`src/mcr_consts.svh`:
```
`ifndef MCR_CONSTS_SVH
`define MCR_CONSTS_SVH

// =============================================================
// Register indices (byte address = index * 4)
`define MCR_IDX_MEAS_MODE       16'he700
`define MCR_IDX_ACCUM_MODE      16'he701
`define MCR_IDX_LINE_CYC        16'he702
`define MCR_IDX_PEAK_WIN        16'he703
`define MCR_IDX_DIP_WIN         16'he704
`define MCR_IDX_PULSE_LATCH     16'he705
`define MCR_IDX_FAST_CAP        16'he706
`define MCR_IDX_DIE_REV         16'he707
`define MCR_IDX_REMOTE_CONV     16'he708
`define MCR_IDX_TEMP_A          16'he709
`define MCR_IDX_TEMP_B          16'he70a
`define MCR_IDX_TEMP_C          16'he70b
`define MCR_IDX_TEMP_N          16'he70c
`define MCR_IDX_PROT_KEY1       16'he7e3
`define MCR_IDX_LAST_BYTE       16'he7fd
`define MCR_IDX_PROT_KEY2       16'he7fe
`define MCR_IDX_PF_A            16'he902
`define MCR_IDX_PF_B            16'he903
`define MCR_IDX_PF_C            16'he904
`define MCR_IDX_PER_A           16'he905
`define MCR_IDX_PER_B           16'he906
`define MCR_IDX_PER_C           16'he907
`define MCR_IDX_AP_NOLOAD       16'he908
`define MCR_IDX_LAST_ADDR       16'he9fe

// =============================================================
// Reset values
`define MCR_RST_MEAS_MODE       8'h1c
`define MCR_RST_ACCUM_MODE      8'h80
`define MCR_RST_LINE_CYC        8'h78
`define MCR_RST_PEAK_WIN        8'h00
`define MCR_RST_DIP_WIN         8'h00
`define MCR_RST_PULSE_LATCH     8'h01
`define MCR_RST_FAST_CAP        8'h00
`define MCR_RST_REMOTE_CONV     8'h0f
`define MCR_RST_PROT_KEY        8'h00
`define MCR_RST_AP_NOLOAD       16'h0000
`define MCR_RST_LAST            16'h0000
`define MCR_RST_LAST_BYTE       8'h00

// =============================================================
// Bus geometry
`define MCR_ADDR_W              18
`define MCR_IDX_LSB             2

`endif

```
`src/mcr_pkg.sv`:
```
package mcr_pkg;

    typedef struct packed {
        logic [7:0]  meas_mode;
        logic [7:0]  accum_mode;
        logic [7:0]  line_cyc;
        logic [7:0]  peak_win;
        logic [7:0]  dip_win;
        logic [7:0]  pulse_latch;
        logic [7:0]  fast_cap;
        logic [7:0]  remote_conv;
        logic [7:0]  prot_key1;
        logic [7:0]  prot_key2;
        logic [15:0] ap_noload;
    } mcr_cfg_s;

    typedef struct packed {
        logic [7:0]  temp_a;
        logic [7:0]  temp_b;
        logic [7:0]  temp_c;
        logic [7:0]  temp_n;
        logic [15:0] pf_a;
        logic [15:0] pf_b;
        logic [15:0] pf_c;
        logic [15:0] per_a;
        logic [15:0] per_b;
        logic [15:0] per_c;
    } mcr_meas_s;

    typedef enum logic [1:0] {
        MCR_SZ_NONE,
        MCR_SZ_8,
        MCR_SZ_16
    } mcr_size_e;

endpackage

```
`src/mcr_regs.sv`:
```
`include "mcr_consts.svh"

module mcr_regs
    import mcr_pkg::*;
#(
    parameter logic [7:0] DIE_REVISION = 8'h01  // Arbitrary value
) (
    input  wire logic                   i_ref_clk,
    input  wire logic                   i_sys_rst,
    input  wire logic [`MCR_ADDR_W-1:0] i_avs_address,
    input  wire logic                   i_avs_read,
    input  wire logic                   i_avs_write,
    input  wire logic [31:0]            i_avs_writedata,
    input  wire logic [3:0]             i_avs_byteenable,
    output logic      [31:0]            o_avs_readdata,
    output logic                        o_avs_waitrequest,
    input  wire mcr_meas_s              i_meas,
    output mcr_cfg_s                    o_cfg
);

    // =============================================================
    // Decode
    function automatic logic [15:0] idx_of(input logic [`MCR_ADDR_W-1:0] a);
        idx_of = a[`MCR_ADDR_W-1:`MCR_IDX_LSB];
    endfunction

    function automatic mcr_size_e size_of(input logic [15:0] idx);
        case (idx)
            `MCR_IDX_MEAS_MODE, `MCR_IDX_ACCUM_MODE, `MCR_IDX_LINE_CYC,
            `MCR_IDX_PEAK_WIN, `MCR_IDX_DIP_WIN, `MCR_IDX_PULSE_LATCH,
            `MCR_IDX_FAST_CAP, `MCR_IDX_DIE_REV, `MCR_IDX_REMOTE_CONV,
            `MCR_IDX_TEMP_A, `MCR_IDX_TEMP_B, `MCR_IDX_TEMP_C,
            `MCR_IDX_TEMP_N, `MCR_IDX_PROT_KEY1, `MCR_IDX_LAST_BYTE,
            `MCR_IDX_PROT_KEY2: size_of = MCR_SZ_8;
            `MCR_IDX_PF_A, `MCR_IDX_PF_B, `MCR_IDX_PF_C,
            `MCR_IDX_PER_A, `MCR_IDX_PER_B, `MCR_IDX_PER_C,
            `MCR_IDX_AP_NOLOAD, `MCR_IDX_LAST_ADDR: size_of = MCR_SZ_16;
            default: size_of = MCR_SZ_NONE;
        endcase
    endfunction

    mcr_cfg_s    cfg_r;
    logic [7:0]  last_byte_r;
    logic [15:0] last_addr_r;
    logic        wait_r;
    logic [31:0] rdata_r;
    logic [31:0] rdata_nxt;
    logic [15:0] idx;
    mcr_size_e   size;
    logic        req;
    logic        done;
    logic        wr_done;

    assign idx     = idx_of(i_avs_address);
    assign size    = size_of(idx);
    assign req     = i_avs_read | i_avs_write;
    // Completion is the cycle the master sees waitrequest low
    assign done    = req & ~wait_r;
    assign wr_done = done & i_avs_write;

    // =============================================================
    // Read mux
    always_comb begin
        rdata_nxt = 32'h0000_0000;
        case (idx)
            `MCR_IDX_MEAS_MODE:   rdata_nxt[7:0]  = cfg_r.meas_mode;
            `MCR_IDX_ACCUM_MODE:  rdata_nxt[7:0]  = cfg_r.accum_mode;
            `MCR_IDX_LINE_CYC:    rdata_nxt[7:0]  = cfg_r.line_cyc;
            `MCR_IDX_PEAK_WIN:    rdata_nxt[7:0]  = cfg_r.peak_win;
            `MCR_IDX_DIP_WIN:     rdata_nxt[7:0]  = cfg_r.dip_win;
            `MCR_IDX_PULSE_LATCH: rdata_nxt[7:0]  = cfg_r.pulse_latch;
            `MCR_IDX_FAST_CAP:    rdata_nxt[7:0]  = cfg_r.fast_cap;
            `MCR_IDX_DIE_REV:     rdata_nxt[7:0]  = DIE_REVISION;
            `MCR_IDX_REMOTE_CONV: rdata_nxt[7:0]  = cfg_r.remote_conv;
            `MCR_IDX_TEMP_A:      rdata_nxt[7:0]  = i_meas.temp_a;
            `MCR_IDX_TEMP_B:      rdata_nxt[7:0]  = i_meas.temp_b;
            `MCR_IDX_TEMP_C:      rdata_nxt[7:0]  = i_meas.temp_c;
            `MCR_IDX_TEMP_N:      rdata_nxt[7:0]  = i_meas.temp_n;
            `MCR_IDX_PROT_KEY1:   rdata_nxt[7:0]  = cfg_r.prot_key1;
            `MCR_IDX_LAST_BYTE:   rdata_nxt[7:0]  = last_byte_r;
            `MCR_IDX_PROT_KEY2:   rdata_nxt[7:0]  = cfg_r.prot_key2;
            `MCR_IDX_PF_A:        rdata_nxt[15:0] = i_meas.pf_a;
            `MCR_IDX_PF_B:        rdata_nxt[15:0] = i_meas.pf_b;
            `MCR_IDX_PF_C:        rdata_nxt[15:0] = i_meas.pf_c;
            `MCR_IDX_PER_A:       rdata_nxt[15:0] = i_meas.per_a;
            `MCR_IDX_PER_B:       rdata_nxt[15:0] = i_meas.per_b;
            `MCR_IDX_PER_C:       rdata_nxt[15:0] = i_meas.per_c;
            `MCR_IDX_AP_NOLOAD:   rdata_nxt[15:0] = cfg_r.ap_noload;
            `MCR_IDX_LAST_ADDR:   rdata_nxt[15:0] = last_addr_r;
            default:              rdata_nxt       = 32'h0000_0000;
        endcase
    end

    // =============================================================
    // Bus handshake: one wait cycle, then completion
    always_ff @(posedge i_ref_clk) begin
        if (i_sys_rst) begin
            wait_r <= 1'b1;
        end else if (done) begin
            wait_r <= 1'b1;
        end else if (req) begin
            wait_r <= 1'b0;
        end
    end

    // Sampled in the wait cycle so data stands when waitrequest drops
    always_ff @(posedge i_ref_clk) begin
        if (i_sys_rst) begin
            rdata_r <= 32'h0000_0000;
        end else if (req & wait_r & i_avs_read) begin
            rdata_r <= rdata_nxt;
        end
    end

    // =============================================================
    // Writable registers; read-only and reserved indices fall to default
    always_ff @(posedge i_ref_clk) begin
        if (i_sys_rst) begin
            cfg_r.meas_mode   <= `MCR_RST_MEAS_MODE;
            cfg_r.accum_mode  <= `MCR_RST_ACCUM_MODE;
            cfg_r.line_cyc    <= `MCR_RST_LINE_CYC;
            cfg_r.peak_win    <= `MCR_RST_PEAK_WIN;
            cfg_r.dip_win     <= `MCR_RST_DIP_WIN;
            cfg_r.pulse_latch <= `MCR_RST_PULSE_LATCH;
            cfg_r.fast_cap    <= `MCR_RST_FAST_CAP;
            cfg_r.remote_conv <= `MCR_RST_REMOTE_CONV;
            cfg_r.prot_key1   <= `MCR_RST_PROT_KEY;
            cfg_r.prot_key2   <= `MCR_RST_PROT_KEY;
            cfg_r.ap_noload   <= `MCR_RST_AP_NOLOAD;
        end else if (wr_done) begin
            if (i_avs_byteenable[0]) begin
                case (idx)
                    `MCR_IDX_MEAS_MODE:   cfg_r.meas_mode   <= i_avs_writedata[7:0];
                    `MCR_IDX_ACCUM_MODE:  cfg_r.accum_mode  <= i_avs_writedata[7:0];
                    `MCR_IDX_LINE_CYC:    cfg_r.line_cyc    <= i_avs_writedata[7:0];
                    `MCR_IDX_PEAK_WIN:    cfg_r.peak_win    <= i_avs_writedata[7:0];
                    `MCR_IDX_DIP_WIN:     cfg_r.dip_win     <= i_avs_writedata[7:0];
                    `MCR_IDX_PULSE_LATCH: cfg_r.pulse_latch <= i_avs_writedata[7:0];
                    `MCR_IDX_FAST_CAP:    cfg_r.fast_cap    <= i_avs_writedata[7:0];
                    `MCR_IDX_REMOTE_CONV: cfg_r.remote_conv <= i_avs_writedata[7:0];
                    `MCR_IDX_PROT_KEY1:   cfg_r.prot_key1   <= i_avs_writedata[7:0];
                    `MCR_IDX_PROT_KEY2:   cfg_r.prot_key2   <= i_avs_writedata[7:0];
                    `MCR_IDX_AP_NOLOAD:   cfg_r.ap_noload[7:0] <= i_avs_writedata[7:0];
                    default: ;
                endcase
            end
            if (i_avs_byteenable[1] && idx == `MCR_IDX_AP_NOLOAD) begin
                cfg_r.ap_noload[15:8] <= i_avs_writedata[15:8];
            end
        end
    end

    // =============================================================
    // Last-transfer capture; unmapped accesses do not count as successful
    always_ff @(posedge i_ref_clk) begin
        if (i_sys_rst) begin
            last_byte_r <= `MCR_RST_LAST_BYTE;
        end else if (done && size == MCR_SZ_8) begin
            last_byte_r <= i_avs_write ? i_avs_writedata[7:0] : rdata_r[7:0];
        end
    end

    always_ff @(posedge i_ref_clk) begin
        if (i_sys_rst) begin
            last_addr_r <= `MCR_RST_LAST;
        end else if (done && size != MCR_SZ_NONE) begin
            last_addr_r <= idx;
        end
    end

    assign o_avs_readdata    = rdata_r;
    assign o_avs_waitrequest = wait_r;
    assign o_cfg             = cfg_r;

endmodule

```
`config.mk`:
```
export PLATFORM = sky130hd
export DESIGN_NAME = mcr_regs
export DESIGN_NICKNAME = d
export VERILOG_FILES = /design/src/mcr_pkg.sv /design/src/mcr_regs.sv
export VERILOG_INCLUDE_DIRS = /design/src
export SDC_FILE = /design/constraint.sdc
export NUM_CORES = 1
export LEC_CHECK = 0
export BUFFER_PORTS_ARGS = -buffer_cell sky130_fd_sc_hd__buf_2
export CAP_MARGIN = 0
export CORE_AREA = 5 5 129 131
export CTS_CLUSTER_SIZE = 25
export DETAILED_ROUTE_END_ITERATION = 7
export DIE_AREA = 0 0 134 136
export PLACE_DENSITY = 0.88
export REMOVE_ABC_BUFFERS = 1
export SYNTH_ARGS = -nofsm -noshare
export SYNTH_HDL_FRONTEND = slang
export SYNTH_SLANG_ARGS = --single-unit
```
`constraint.sdc`:
```
create_clock -name i_ref_clk -period 3.3 [get_ports i_ref_clk]
set_input_delay 0.66 -clock i_ref_clk [delete_from_list [all_inputs] [get_ports i_ref_clk]]
set_output_delay 0.66 -clock i_ref_clk [all_outputs]
set_load 0.03 [all_outputs]
```
==> out/qor.yml, run 1 <==
grt:
  grt_pass1_vias: 7697
  gr-max-usage-layer: "met2"
  use_met3: 0.0925
  grt.total_usage: 0.322
  gr-total-overflow: 0
  grtUsageMet2: 0.522
  grt_pass1_wl_um: 44400
  grtUsageMet1: 0.384
  antenna_found_initial: 2
  grt_max_degree: 109
power_and_ir_drop:
  p_per_area_mw_per_mm2: 409
  internal-power_mw: 2.87
  p_comb_frac: 0.094
  seqPwrFrac: 0.433
  swShare: 0.256
  ir_drop_mv: 0.307
  power_switching_mw: 0.984
  clkPwrFrac: 0.473
  p_leak_nw: 4.19
floorplan:
  rows: 46
  start_util: 0.462
  core_sq_mm: 0.0155
  dieArea_sq_mm: 0.0182
  die-width_um: 134
  ioPinCount: 315
  die_h_um: 136
synth:
  synth_warnings: 0
  async_flop_share: 0
  yosys.area_share.simple: 0.235
  synth_most_common_cell: "dfxtp_1"
  synth_flop_cell: "dfxtp_1"
  synth_edf_count: 0
  yosys.area_share.xor_xnor: 0.00122
  synth_compound_area_frac: 0.210
  syn-cell-area_sq_mm: 0.00716
  synth_cell_types: 65
  synthMuxAreaShare: 0.112
  ys_top_cells_by_area: "dfxtp_1 38%, mux2i_1 8.8%, nand2_1 4.1%"
  synthAdderAreaFrac: 0
  synth-seq-area-share: 0.383
  synth_top_area_share: 0.383
  synth_top_family_by_area: "simple AND/OR/NAND/NOR gates"
  syn_area_per_cell_sq_um: 9.19
  synth_common_cells: "137 x dfxtp_1, 79 x nand2_1, 77 x nor2_1"
  ys_ff_latch: 137
  synth_area_leader_cell: "dfxtp_1"
  netlist_instances: 779
drt:
  drt_iter0_markers: 849
  vias_per_cell: 6.33
  wl_per_cell_um: 24.0
  detail-route-antenna-nets: 0
  wl_um: 30500
  drc_errors: 0
  first_pass_iters: 6
  vias: 8063
setup_path:
  startpoint_type: "primary input"
  ff2ff_setup_slack_ns: 0.89
  worstPathArrival_ns: 2.93
  crit_start: "i_avs_address[3]"
  worstPathRequired_ns: 3.55
  r2r_end: "o_avs_readdata[6]"
  path_max_fanout: 16
  crit_path_end: "o_avs_readdata[6]"
  r2r_start: "o_avs_waitrequest"
  reg2reg_depth: 7
  end_kind: "flop"
  worst-setup-path-type: "primary input to flop"
sta:
  max_freq_mhz: 374
  worst_hold_slack_ns: 0.445
  setup_viol: 0
  rsz0062_at_grt: "no"
  post-route-min-period_ns: 2.68
  slew_viol_final: 0
  fin_setup_tns_ns: 0
  hold_viol_final: 0
  fin_skew_ns: 0.00935
  period_share: 0.811
  relSlewSlack: 0.237
  worst_pin_slew_ns: 1.14
cts:
  cts_sinks: 137
  ctsHtreeMaxLevel: 4
  clkTransAtPathRegs_ns: 0.06
  clockRootBuffer: "clkbuf_16"
  hold_buffers: 0
  insertion_delay_ns: 0.43
  cts_tree: "done"
  cts_resized: 0
  cts_setup_buffers: 0
  cts_buffer_depth: 2
  cts_made_buffers: 17
place:
  io_buffer_count: 278
  dp_hpwl_um: 22500
  gp_congestion: 0.938
status:
  status: "finished clean"
finish:
  area.growth.synth_to_final_pct: 31.6
  drive_gt1_frac: 0.368
  finalNetCount: 1253
worst_hold_path:
  worstHoldPathType: "flop to flop"
run:
  max_cap_violations: 0
-- cell type report --
class                           count  area (sq um)
Clock buffer                       21           460
Clock inverter                     11          97.6
Fill cell                        1356          6060
Timing Repair Buffer              327          1810
Multi-Input combinational cell    580          4050
Tap cell                          192           240
Antenna cell                        1          2.50
Inverter                            4          15.0
Sequential cell                   137          2740
-- registers in the layout, indices dropped and copies added (netlist names) --
name	flops
o_avs_readdata	16
last_addr_r	16
last_byte_r	8
o_avs_waitrequest	1
o_cfg	96
-- cell families after synthesis --
kind of cell / count (synthesis)
compound gates: 197
xor+xnor: 1
mux: 71
other cells: 1
flops: 137
simple gates: 295
buf+inv: 77
-- metrics by stage --
stage	cell area, sq um	cells	setup slack (ns)	power (mW)	util
floorplan	6810	721	0.296	1.83	-
global placement	8860	1240	0.360	2.05	0.572
detailed placement	8860	1240	0.322	2.06	0.572
CTS	9420	1272	0.758	3.84	0.608
global route	9420	1273	0.596	3.95	0.609
finish	9420	1273	0.625	3.85	0.609
-- power groups by stage --
stage                     Clock (mW)  Sequential (mW)  Combinational [mW]
after detailed placement           0             1.70               0.354
after floorplan                    0             1.72               0.112
after global routing            1.90             1.67               0.383
final                           1.82             1.67               0.363
after global placement             0             1.70               0.349
after CTS                       1.82             1.67               0.355
-- cells in the final DEF, fill, tap and decap left out, types with 6 or more instances in the layout --
| master | Yosys | layout |
|---|---|---|
| buf_2 | 17 | 277 |
| dfxtp_1 | 137 | 137 |
| nand2_1 | 79 | 79 |
| nor2_1 | 77 | 77 |
| mux2i_1 | 63 | 63 |
| a21oi_1 | 55 | 55 |
| buf_4 | 20 | 46 |
| nand3_1 | 31 | 31 |
| a22o_1 | 28 | 28 |
| a221oi_1 | 26 | 26 |
| a22oi_1 | 23 | 23 |
| a222oi_1 | 18 | 18 |
| clkbuf_16 | 0 | 17 |
| conb_1 | 1 | 16 |
| nor3_1 | 14 | 14 |
| nor2b_1 | 12 | 12 |
| a211oi_1 | 10 | 10 |
| nand2b_1 | 9 | 9 |
| nand4_1 | 9 | 9 |
| nor3_2 | 9 | 9 |
| a211o_1 | 7 | 7 |
| mux4_2 | 7 | 7 |
| a311oi_1 | 6 | 6 |
| nor4_4 | 6 | 6 |
| o211a_1 | 6 | 6 |
-- metal layers --
| metal | share of wire | wire length, um |
|---|---|---|
| met5 | 0.00036 | 11 |
| met4 | 0.054 | 1640 |
| met3 | 0.12 | 3810 |
| met2 | 0.46 | 14000 |
| met1 | 0.36 | 11000 |
-- worst max-delay path: stages --
cell and delay [ns]:
buf_2 0.33, nand2b_1 0.29, nor3_1 0.13, a32o_1 0.28
a221oi_1 0.45, nand4_1 0.22, nor3_1 0.45, nor4_1 0.10
-- worst min-delay path by stage --
stage / endpoint / slack (ns) / cells after the start / from
floorplan: last_addr_r[13] / 0.42 / 2 / last_addr_r[13]
global placement: last_addr_r[13] / 0.43 / 2 / last_addr_r[13]
detailed placement: last_addr_r[15] / 0.44 / 2 / last_addr_r[15]
CTS: last_addr_r[15] / 0.45 / 2 / last_addr_r[15]
global route: last_addr_r[15] / 0.46 / 2 / last_addr_r[15]
finish: last_addr_r[15] / 0.44 / 2 / last_addr_r[15]
(Power assumes the default switching activity.)
==> inputs of run 2 (changes only) <==
Settings changed: CORE_AREA 5 5 129 131 to 5 5 136 138, DIE_AREA 0 0 134 136 to 0 0 141 143, PLACE_DENSITY 0.88 to 0.84.
Clock period 3.3 ns to 2.4 ns, I/O delays scaled along.
==> out/qor.yml, run 2 (synthesis results as in run 1) <==
drt:
  wl_per_cell_um: 22.9  # -4.3%
  drc_errors: 0  # unchanged
  wl_um: 32100  # +5.2%
  vias: 8366  # +3.8%
  vias_per_cell: 5.98  # -5.6%
  first_pass_iters: 7  # +1
  drt_iter0_markers: 839  # -1.2%
  detail-route-antenna-nets: 0  # unchanged
floorplan:
  die_h_um: 143  # +5.1%
  core_sq_mm: 0.0171  # +10%
  start_util: 0.420  # -0.0427
  die-width_um: 141  # +5.2%
  dieArea_sq_mm: 0.0202  # +11%
  rows: 48  # +4.3%
  ioPinCount: 315  # unchanged
power_and_ir_drop:
  swShare: 0.243  # -0.0122
  ir_drop_mv: 0.463  # +51%
  p_per_area_mw_per_mm2: 545  # +33%
  p_comb_frac: 0.100  # +0.006
  clkPwrFrac: 0.495  # +0.022
  internal-power_mw: 4.28  # +50%
  seqPwrFrac: 0.405  # -0.028
  p_leak_nw: 4.72  # +13%
  power_switching_mw: 1.38  # +40%
cts:
  ctsHtreeMaxLevel: 4  # unchanged
  insertion_delay_ns: 0.42  # about the same
  clkTransAtPathRegs_ns: 0.06  # about the same
  cts_tree: "done"
  cts_made_buffers: 17  # unchanged
  clockRootBuffer: "clkbuf_16"
  cts_resized: 0  # unchanged
  hold_buffers: 0  # unchanged
  cts_sinks: 137  # unchanged
  cts_buffer_depth: 2  # unchanged
  cts_setup_buffers: 0  # unchanged
sta:
  hold_viol_final: 0  # unchanged
  layout_setup_ws_ns: 0.128  # -0.497 ns
  period_share: 0.947
  max_freq_mhz: 440
  fin_setup_tns_ns: 0  # unchanged
  relSlewSlack: 0.525  # +0.287
  post-route-min-period_ns: 2.27
  fin_skew_ns: 0.00778  # -0.00157 ns
  worst_hold_slack_ns: 0.293  # -0.152 ns
  slew_viol_final: 0  # unchanged
  setup_viol: 0  # unchanged
  worst_pin_slew_ns: 0.710  # -0.434 ns
  rsz0062_at_grt: "no"
setup_path:
  worstPathArrival_ns: 2.64  # -0.29 ns
  worst-setup-path-type: "primary input to flop"
  startpoint_type: "primary input"
  end_kind: "flop"
  worstPathRequired_ns: 2.76  # -0.79 ns
  path_max_fanout: 7  # -9
place:
  dpl.cell_count: 1366  # +10%
  gp_congestion: 0.957  # +2.0%
  placed_area_sq_mm: 0.00975  # +10%
  dp_slack_ns: -0.251  # -0.572 ns
  dp_hpwl_um: 24400  # +8.4%
  io_buffer_count: 278  # unchanged
grt:
  grt_pass1_wl_um: 48100  # +8.4%
  antenna_found_initial: 2  # unchanged
  grt_max_degree: 133  # +22%
  gr-total-overflow: 0  # unchanged
  grt.total_usage: 0.312  # -0.0100
  grt_pass1_vias: 8294  # +7.8%
finish:
  final_common_cell: "buf_2"
  largest_register_ffs: 96  # unchanged
  final_cell_mix: "277 x buf_2, 137 x dfxtp_1, 127 x buf_4"
  drive_gt1_frac: 0.420  # +0.0522
  finalNetCount: 1346  # +7.4%
  finalNonFillerCells: 1399  # +9.9%
  final_area_sq_mm: 0.0104  # +10%
  area.growth.synth_to_final_pct: 45.2
worst_hold_path:
  worstHoldPathType: "primary input to flop"
status:
  status: "finished clean"
run:
  max_cap_violations: 0  # unchanged
[run 2: cell count changes in the layout (fill, tap and decap cells not counted), moves of 2 or more]
| cell | delta |
|---|---|
| buf_12 | +12 |
| buf_4 | +81 |
| bufinv_16 | +2 |
| clkbuf_1 | -2 |
| clkbuf_8 | +3 |
| clkinv_2 | -4 |
[run 2: path summary, 6_finish.rpt]
kind	start	end	slack, ns	cells after the start
setup reg to reg	o_avs_waitrequest	o_avs_readdata[2]	0.21	8
hold reg to reg	o_avs_readdata[11]	o_avs_readdata[11]	0.45	2
hold / removal	i_avs_writedata[14]	o_cfg[14]	0.29	3
setup / recovery	i_avs_address[6]	o_avs_readdata[2]	0.13	11
[run 2: power groups by stage]
stage                     Sequential (mW)  Combinational [mW]  Clock (mW)
after CTS                            2.29               0.554        2.82
after global routing                 2.29               0.595        2.92
final                                2.29               0.565        2.80
after global placement               2.34               0.546           0
after floorplan                      2.37               0.154           0
after detailed placement             2.34               0.552           0
[run 2: metrics by stage]
step	total power [mW]	util
after global placement	2.89	0.572
after detailed placement	2.90	0.572
after global routing	5.81	0.609
after floorplan	2.52	-
after CTS	5.67	0.609
final	5.66	0.609
[run 2: final cells by class]
type | instances | area, sq um
fillers | 1461 | 6660
multi-input cells | 580 | 4060
flip-flops and latches | 137 | 2740
repair buffers | 420 | 2660
clock buffers | 22 | 494
well taps | 225 | 282
clock inverters | 9 | 138
inverters | 4 | 15.0
diodes | 2 | 5.00
[run 2: worst max-delay path, cell delays in order]
cell     delay (ns)
buf_2          0.10
or4_1          0.51
buf_4          0.20
buf_12         0.15
nor4_4         0.20
buf_4          0.20
buf_4          0.15
a22oi_1        0.06
and4_1         0.26
nand4_1        0.13
o211a_1        0.17
[run 2: metal layers]
metal  GRT usage  share of wire  wire length (um)
met2       0.509           0.46             14900
met5           0              0                 0
met4       0.165          0.046              1470
met1       0.377           0.38             12200
met3      0.0854           0.11              3590
